$ cat config.mk
export PLATFORM = sky130hd
export DESIGN_NAME = ssw_supervisor
export DESIGN_NICKNAME = d
export VERILOG_FILES = /design/src/common/ssw_pkg.sv /design/src/rtl/ssw_supervisor.sv
export SDC_FILE = /design/constraint.sdc
export NUM_CORES = 1
export LEC_CHECK = 0
export ABC_AREA = 1
export BUFFER_PORTS_ARGS = -buffer_cell sky130_fd_sc_hd__buf_4
export CORE_MARGIN = 2
export CORE_UTILIZATION = 56
export CTS_CLUSTER_DIAMETER = 200
export DETAILED_ROUTE_END_ITERATION = 16
export GPL_TIMING_DRIVEN = 0
export PLACE_DENSITY = 0.82
export SYNTH_ARGS = -nofsm -noshare
export SYNTH_HDL_FRONTEND = slang
export SYNTH_SLANG_ARGS = --single-unit
$ cat constraint.sdc
create_clock -name sys_clk -period 1.75 [get_ports sys_clk]
set_clock_uncertainty 0.1 [all_clocks]
set_input_delay 0.175 -clock sys_clk [delete_from_list [all_inputs] [get_ports sys_clk]]
set_output_delay 0.175 -clock sys_clk [all_outputs]
set_load 0.03 [all_outputs]
$ cat src/common/ssw_pkg.sv
// Constants for the supply supervisor watchdog
// Contract
// - Debounced active-low manual reset starts pulse
// - Reset low while supply below threshold
// - Hold reset 200 ms after supply good
// - Supply dip below threshold asserts reset
// - Brownout mid-pulse extends at least 140 ms
// - Power-down keeps reset asserted
// - Active-high reset is inverse output
// - Open-drain reset only pulls low
// - No kick within 1.6 s drives fault low
// - Timer cleared during reset or float
// - Timer counts after release with driven kick
// - Floating kick disables watchdog
// - Undervoltage drives watchdog output low
// - Reset asserted together with undervoltage fault
// - Aux fail output low when sense low
package ssw_pkg;
  localparam int unsigned CLK_HZ           = 200_000_000;
  localparam int unsigned TICK_US          = 1_000;
  localparam int unsigned TICK_CYCLES      = CLK_HZ / 1_000_000 * TICK_US;
  localparam int unsigned RESET_PULSE_MS   = 200;
  localparam int unsigned BROWNOUT_MIN_MS  = 140;
  localparam int unsigned WATCHDOG_MS      = 1_600;
  localparam int unsigned DEBOUNCE_MS      = 20;
  localparam int unsigned TICK_W           = 18;
  localparam int unsigned MS_W             = 11;
endpackage : ssw_pkg

$ cat src/rtl/ssw_supervisor.sv
// Supply supervisor: timed reset, manual reset debounce, watchdog, aux fail flag
`timescale 1ns/1ps
module ssw_supervisor #(
  parameter int unsigned TICK_CYCLES    = ssw_pkg::TICK_CYCLES,
  parameter int unsigned RESET_TICKS    = ssw_pkg::RESET_PULSE_MS,
  parameter int unsigned BROWNOUT_TICKS = ssw_pkg::BROWNOUT_MIN_MS,
  parameter int unsigned WATCHDOG_TICKS = ssw_pkg::WATCHDOG_MS,
  parameter int unsigned DEBOUNCE_TICKS = ssw_pkg::DEBOUNCE_MS
) (
  input  wire logic sys_clk,
  input  wire logic sys_rst,
  input  wire logic supply_low_in,
  input  wire logic manual_reset_request_n,
  input  wire logic watchdog_kick_in,
  input  wire logic watchdog_kick_float_in,
  input  wire logic aux_supply_sense_in,
  output logic      reset_out_n,
  output logic      reset_out,
  output logic      open_drain_reset_out,
  output logic      open_drain_reset_oe,
  output logic      watchdog_fault_out_n,
  output logic      aux_supply_fail_out_n
);
  // Timebase: one-cycle tick per millisecond, free running
  logic [ssw_pkg::TICK_W-1:0] tick_cnt_q, tick_cnt_d;
  logic                       tick;

  always_comb begin
    tick       = (tick_cnt_q == ssw_pkg::TICK_W'(TICK_CYCLES - 1));
    tick_cnt_d = tick ? '0 : tick_cnt_q + 1'b1;
  end

  always_ff @(posedge sys_clk or posedge sys_rst) begin
    if (sys_rst) begin
      tick_cnt_q <= '0;
    end else begin
      tick_cnt_q <= tick_cnt_d;
    end
  end

  // Manual reset debounce: input must stay stable for the debounce time
  logic                     mr_raw_q, mr_raw_d;
  logic                     mr_active_q, mr_active_d;
  logic [ssw_pkg::MS_W-1:0] mr_cnt_q, mr_cnt_d;

  always_comb begin
    mr_raw_d    = ~manual_reset_request_n;
    mr_active_d = mr_active_q;
    mr_cnt_d    = mr_cnt_q;
    if (mr_raw_q == mr_active_q) begin
      mr_cnt_d = '0;
    end else if (tick) begin
      if (mr_cnt_q == ssw_pkg::MS_W'(DEBOUNCE_TICKS - 1)) begin
        mr_active_d = mr_raw_q;
        mr_cnt_d    = '0;
      end else begin
        mr_cnt_d = mr_cnt_q + 1'b1;
      end
    end
  end

  always_ff @(posedge sys_clk or posedge sys_rst) begin
    if (sys_rst) begin
      mr_raw_q    <= 1'b0;
      mr_active_q <= 1'b0;
      mr_cnt_q    <= '0;
    end else begin
      mr_raw_q    <= mr_raw_d;
      mr_active_q <= mr_active_d;
      mr_cnt_q    <= mr_cnt_d;
    end
  end

  // Reset pulse timer; counts down only once supply and button are good
  logic [ssw_pkg::MS_W-1:0] rst_cnt_q, rst_cnt_d;
  logic                     rst_hold;
  logic                     rst_asserted;

  always_comb begin
    rst_hold  = supply_low_in | mr_active_q;
    rst_cnt_d = rst_cnt_q;
    if (rst_hold) begin
      // Reload RESET_TICKS so any new cause restarts the pulse
      rst_cnt_d = ssw_pkg::MS_W'(RESET_TICKS);
      if (supply_low_in && RESET_TICKS < BROWNOUT_TICKS) begin
        // A brownout never gets less than the minimum extension, whatever the pulse setting
        rst_cnt_d = ssw_pkg::MS_W'(BROWNOUT_TICKS);
      end
    end else if (tick && rst_cnt_q != '0) begin
      rst_cnt_d = rst_cnt_q - 1'b1;
    end
    rst_asserted = rst_hold | (rst_cnt_q != '0);
  end

  always_ff @(posedge sys_clk or posedge sys_rst) begin
    if (sys_rst) begin
      rst_cnt_q <= ssw_pkg::MS_W'(RESET_TICKS);
    end else begin
      rst_cnt_q <= rst_cnt_d;
    end
  end

  // Watchdog
  logic                     kick_q, kick_d;
  logic [ssw_pkg::MS_W-1:0] wd_cnt_q, wd_cnt_d;
  logic                     wd_to_q, wd_to_d;

  always_comb begin
    kick_d   = watchdog_kick_in;
    wd_cnt_d = wd_cnt_q;
    wd_to_d  = wd_to_q;
    if (rst_asserted || watchdog_kick_float_in) begin
      wd_cnt_d = '0;
      wd_to_d  = 1'b0;
    end else if (kick_q != watchdog_kick_in) begin
      wd_cnt_d = '0;
      wd_to_d  = 1'b0;
    end else if (tick && !wd_to_q) begin
      if (wd_cnt_q == ssw_pkg::MS_W'(WATCHDOG_TICKS - 1)) begin
        wd_to_d = 1'b1;
      end else begin
        wd_cnt_d = wd_cnt_q + 1'b1;
      end
    end
  end

  always_ff @(posedge sys_clk or posedge sys_rst) begin
    if (sys_rst) begin
      kick_q   <= 1'b0;
      wd_cnt_q <= '0;
      wd_to_q  <= 1'b0;
    end else begin
      kick_q   <= kick_d;
      wd_cnt_q <= wd_cnt_d;
      wd_to_q  <= wd_to_d;
    end
  end

  // Output registers; all reset variants share one source so timing matches
  logic rst_n_d, wdo_n_d, pfo_n_d;

  always_comb begin
    rst_n_d = ~rst_asserted;
    wdo_n_d = ~(wd_to_q | supply_low_in);
    pfo_n_d = aux_supply_sense_in;
  end

  always_ff @(posedge sys_clk or posedge sys_rst) begin
    if (sys_rst) begin
      reset_out_n           <= 1'b0;
      reset_out             <= 1'b1;
      open_drain_reset_out  <= 1'b0;
      open_drain_reset_oe   <= 1'b1;
      watchdog_fault_out_n  <= 1'b1;
      aux_supply_fail_out_n <= 1'b1;
    end else begin
      reset_out_n           <= rst_n_d;
      reset_out             <= ~rst_n_d;
      open_drain_reset_out  <= 1'b0;
      open_drain_reset_oe   <= ~rst_n_d;
      watchdog_fault_out_n  <= wdo_n_d;
      aux_supply_fail_out_n <= pfo_n_d;
    end
  end
endmodule : ssw_supervisor

==> After elaboration in Yosys (flattened, before gate mapping) <==
Cells that the tools add are included.
{ "word_totals": {"register_bits": 59, "inputBits": 7, "elab_cells": 55} }
{ "classes": {"add_sub_neg": 4, "eq_ne": 6, "n_mux": 14, "n_bitwise": 7, "n_reduce_logical": 12} }
{ "op_table": {"columns": ["op", "count"], "rows": [
  ["$mux W11", 9],
  ["$add A11 B1 Y11 const B", 2],
  ["$add A18 B1 Y18 const B", 1],
  ["$eq A18 B18 Y1 const B", 1],
  ["$mux W18", 1],
  ["$eq A11 B11 Y1 const B", 1],
  ["$eq A11 B5 Y1 const B", 1],
  ["$reduce_bool A11 Y1", 1],
  ["$sub A11 B1 Y11 const B", 1],
  ["$reduce_bool A3 Y1", 2],
  ["$mux W1", 4],
  ["$not A1 Y1", 4],
  ["$reduce_and A2 Y1", 2],
  ["$reduce_bool A2 Y1", 2],
  ["$ne A3 B3 Y1 const B", 1],
  ["$or A1 B1 Y1", 3],
  ["$reduce_and A3 Y1", 1],
  ["$logic_and A1 B1 Y1", 2],
  ["$eq A1 B1 Y1", 1],
  ["$logic_not A1 Y1", 1],
  ["$logic_or A1 B1 Y1", 1],
  ["$ne A1 B1 Y1", 1]
]} }

==> Depth between registers and ports, before layout <==
{ "logic_depth": {"ltp_word": 5, "ltp_mapped": 10, "mapped_depth_nobuf": 10} }

==> Least setup slack after synthesis <==
Ideal clock, no wire load.
{ "synth_timing": {"path_type": "register to register", "startpoint": "register wd_cnt_q[0] in the netlist's numbering", "endpoint": "register wd_cnt_q[6] in the netlist's numbering", "setup_ns": 0.117, "t_arrival_ns": 1.345, "required_time_ns": 1.533, "slack_ns": 0.187, "stages_incl_launch_ff": 9, "n_path_buf": 0, "period_less_slack_ns": 1.563, "path_cell_list": "dfrtp_1 -> ha_1 -> nand3_1 -> nor3_2 -> nand2_1 -> inv_2 -> nor2_8 -> nand3_1 -> nand2_1"} }
{ "synth_via": {"elab_chain_len": 5, "elab_cells_between_ends": 8, "cone_classes": "1 x add/sub; 2 x eq/ne; 4 x mux; 1 x reduce/logical"} }
{ "synth_rtl": {"columns": ["element", "line_no", "source"], "rows": [
  ["start, declared", "ssw_supervisor.sv:105", "logic [ssw_pkg::MS_W-1:0] wd_cnt_q, wd_cnt_d;"],
  ["start signal, assigned", "ssw_supervisor.sv:134", "wd_cnt_q <= wd_cnt_d;"],
  ["$add A11 B1 Y11", "ssw_supervisor.sv:122", "wd_cnt_d = wd_cnt_q + 1'b1;"],
  ["$mux W11", "ssw_supervisor.sv:119", "if (wd_cnt_q == ssw_pkg::MS_W'(WATCHDOG_TICKS - 1)) begin"],
  ["$mux W11", "ssw_supervisor.sv:118", "end else if (tick && !wd_to_q) begin"],
  ["$mux W11", "ssw_supervisor.sv:115", "end else if (kick_q != watchdog_kick_in) begin"],
  ["$mux W11", "ssw_supervisor.sv:112", "if (rst_asserted || watchdog_kick_float_in) begin"]
]} }
Several ways; a longest one is shown, not always the timed one. The select of a mux whose other input is x is not followed.
A chain may end at the register's enable or synchronous reset.

==> Worst setup path in the final report <==
{ "layout_timing": {"startpoint": "register tick_cnt_q[0] in the netlist's numbering", "endpoint": "register rst_cnt_q[2] in the netlist's numbering"} }
{ "layout_via": {"elab_chain_len": 3} }
{ "layout_rtl": {"columns": ["element", "line_no", "source"], "rows": [
  ["start, declared", "ssw_supervisor.sv:25", "logic [ssw_pkg::TICK_W-1:0] tick_cnt_q, tick_cnt_d;"],
  ["start signal, assigned", "ssw_supervisor.sv:37", "tick_cnt_q <= tick_cnt_d;"],
  ["$eq A18 B18 Y1", "ssw_supervisor.sv:29", "tick = (tick_cnt_q == ssw_pkg::TICK_W'(TICK_CYCLES - 1));"],
  ["$logic_and A1 B1 Y1", "ssw_supervisor.sv:89", "end else if (tick && rst_cnt_q != '0) begin"],
  ["$reduce_bool A2 Y1 (no source line)", null, null],
  ["end signal, assigned", "ssw_supervisor.sv:97", "rst_cnt_q <= ssw_pkg::MS_W'(RESET_TICKS);"],
  ["end signal, assigned", "ssw_supervisor.sv:99", "rst_cnt_q <= rst_cnt_d;"],
  ["end, declared", "ssw_supervisor.sv:75", "logic [ssw_pkg::MS_W-1:0] rst_cnt_q, rst_cnt_d;"]
]} }
No other way between the ends.

==> metrics <==
slowest cell delay on critical path=about 400 ps; Antenna Violating Nets Remaining=0; hold path depth=4; delay-heaviest family, CP=simple AND/OR/NAND/NOR gates; synthesized area=3320 um2; DPL Wire Length=4.68 mm; Pleak=0.00199 uW; pre-CTS setup slack=-97.7 ps; Std-Cell Rows=28; 1st-pass router iterations=4; largest cells by area after synthesis=dfrtp_1, nand2_1, nand3_1; CTS max path bufs=2; Peak Freq=slightly below 600 MHz; share of the synthesized area in the top cell type=roughly 40%; fill count=448; CTS HTree Levels=3; Startpoint Class=register; via count=2927; Cell Chain, Critical Path=ha_4 -> nand3_4 -> nor2_4 -> buf_12 -> nand4_4 -> nand2_2 -> nand2_2 -> buf_6 -> nand2_1 -> o21ai_2; gpl congestion=0.939; total gr overflow=0; Initial Utilization=a little under three fifths; core area=5820 um2; WL met3=about 270 um; Sum Neg Setup Slack=0 ps; area leader, netlist=dfrtp_1; Final Hold Vio Count=0; routed len/inst=14.0 um; largest net degree at the start of global routing=38; vias in the first global route=about 2800; pwr dens=around 720 nW/um2; Tmin final=about 1700 ps; #FFs+latches synth=59; layout cells sized above 1=23.0%; post-synthesis sequential area ratio=about 45%; root buf cell=clkbuf_8; Distinct cells, synth=34; critical path class=register to register; DR vias/cell=5.33; placed cells=a little over 500; Buffers & Inverters on Critical Path=2; min-delay src=supply_low_in; Final Worst Setup Slack=17.2 ps; Area Growth Syn to Fin=23.9%; worst reg2reg setup slack=20 ps; unrepaired setup endpoints after global routing=true; Metal-1 WL=3.30 mm; WP depth=10; CP max FO=10; Critical Path Most Common Cell=nand2_2; Die X=81.0 um; Mean Syn Cell Area=7.78 um2; slew margin rel.=about two thirds; CTS clk-pin slew, worst paths=60 ps; # clock sinks=just under 60; CTS tree=built; RR Endpoint=rst_cnt_q[2]; DRC=0; period utilization=99.0%; die area=between 6000 and 7000 um2; launching point of the worst reg2reg path=tick_cnt_q[0]; Cells after Synth=427; Port Buffers=11; Die Y=81.0 um; Design Power=2960 uW; all-layer global routing usage=about a quarter; final design utilization=a little over two thirds; Top Ports=13; first-pass GRT wire length=11.9 mm; worst endpoint data arrival time=1860 ps; syn_nets=439; worst endpoint required time=around 1900 ps; iteration-0 DRC count of the detailed router=around 160; final setup vio count=0; count of pins over their slew limit=0; slowest CP cell=dfrtp_1; status=finished clean; max-cap violations=0; CP endpoint kind=register; hold path endpoint=rst_cnt_q[8]; highest metal used=met4; worst-margin pin slew=513 ps; reg2reg path depth=10; fin cells=549; Syn. warnings=0; Worst-Skew Late Latency=350 ps; fin nets=~480; Post-Route WL=around 7.7 mm; antenna cell count=0; VDD IR max=0.672 mV; CTS Buf Count=9; Hold Crit Class=primary input to register; initial antenna violation count=0; met2 WL post-DR=3.96 mm
## power breakdown
| part | switching [uW] | total [uW] | internal [uW] |
|---|---|---|---|
| combinational | 160 | 261 | 101 |
| clock | 540 | 1270 | 727 |
| sequential | 28.5 | 1430 | 1400 |
| total | 728 | 2960 | 2230 |
## layout make-up
cell class | instances | area [um2] | share of cell area (%)
clock inverter | 2 | 35.0 | 0.852
buffer | 8 | 68.8 | 1.67
inverter | 61 | 231 | 5.63
multi-input combinational | 300 | 1770 | 43.0
sequential | 59 | 1480 | 36.1
clock buffer | 13 | 159 | 3.86
timing repair buffer | 31 | 274 | 6.66
tap | 75 | 93.8 | 2.28
## synthesized netlist by cell type
cell and n:
clkbuf_1 1, nor2_2 5, ha_1 5, nand4_1 10, inv_2 6, nand2_1 112
o21ai_1 9, o21ai_0 11, conb_1 1, buf_4 6, and3_1 1, xnor2_1 6
a31oi_1 1, dfstp_2 6, o21a_1 1, a21oi_1 3, nand3_1 43, or2_2 1
nand3_2 4, nand2_2 2, buf_2 2, nor3_2 3, dfrtp_1 53, inv_1 55
nand4_2 1, nor3b_1 2, o31ai_1 2, nor2_4 3, nor2_8 1, xor2_1 16
nor3_1 10, o21bai_1 1, nor2_1 43, nand4_4 1
## flip-flops by register name (all words and copies together) (netlist names), 11 cells and up
register	count
wd_cnt_q	11
mr_cnt_q	11
rst_cnt_q	11
tick_cnt_q	18
## cells by family (layout without fill, tap and decap cells)
group                    after synthesis  in the layout  share of synthesized area (%)
adder cells (fa/ha/maj)                5              5                           1.88
AO/OA/AOI/OAI                         28             28                           4.56
AND/OR/NAND/NOR                      242            244                           34.3
flip-flops                            59             59                           44.7
other                                  1              1                          0.113
buffers and inverters                 70            115                           8.67
XOR/XNOR                              22             22                           5.80
## how the worst max path moves through the flow
stage,start,endpoint,slack [ps]
floorplan,sys_rst,kick_q,30
CTS,tick_cnt_q[0],wd_cnt_q[1],-20
global placement,sys_rst,tick_cnt_q[12],-720
finish,tick_cnt_q[0],rst_cnt_q[2],20
detailed placement,wd_cnt_q[0],wd_cnt_q[1],-100
global route,rst_cnt_q[0],wd_cnt_q[3],-110
## tightest hold or removal path: stages
cell and delay (ps):
buf_4 100, nor2_4 60, nand2_1 90, o21ai_1 70
## cells in the final DEF, fill, tap and decap left out, types with 3 or more instances in the layout
cell type / synthesis / routed
clkbuf_8: 0 / 11
nand2_1: 112 / 108
dlygate4sd3_1: 0 / 5
buf_4: 6 / 25
nor3_2: 3 / 3
nor2_1: 43 / 41
nand3_2: 4 / 11
xnor2_1: 6 / 5
a21oi_1: 3 / 3
o21ai_0: 11 / 9
nand3_4: 0 / 4
nand2_2: 2 / 4
dfrtp_1: 53 / 53
dfstp_2: 6 / 6
nand3_1: 43 / 33
nand4_1: 10 / 10
o21ai_1: 9 / 9
inv_1: 55 / 51
nor2_4: 3 / 9
buf_6: 0 / 5
nor3_1: 10 / 9
xor2_1: 16 / 16
inv_2: 6 / 9
clkbuf_1: 1 / 3
## timing repair
item	in CTS	in global routing
setup endpoints to repair	28	36
pin swaps	4	18
resized for setup	12	38
cloned	0	2
hold buffers	5	0
buffers inserted	5	9
hold endpoints to repair	22	0
## metrics by stage
stage | cell area (um2) | hold slack, ps
after floorplan | 3320 | 79.5
after global placement | 3500 | 185
after detailed placement | 3520 | 151
after CTS | 3840 | 116
after global routing | 4110 | 113
final | 4110 | 98.6
## per-layer routing
layer / up-vias / global-route usage (%)
met2: 54 / 39.8
met5: - / 0
met4: 0 / 10.0
met3: 16 / 6.22
met1: 1413 / 29.0
li1: 1444 / -
Note: power is estimated with default switching activity, not from simulation.
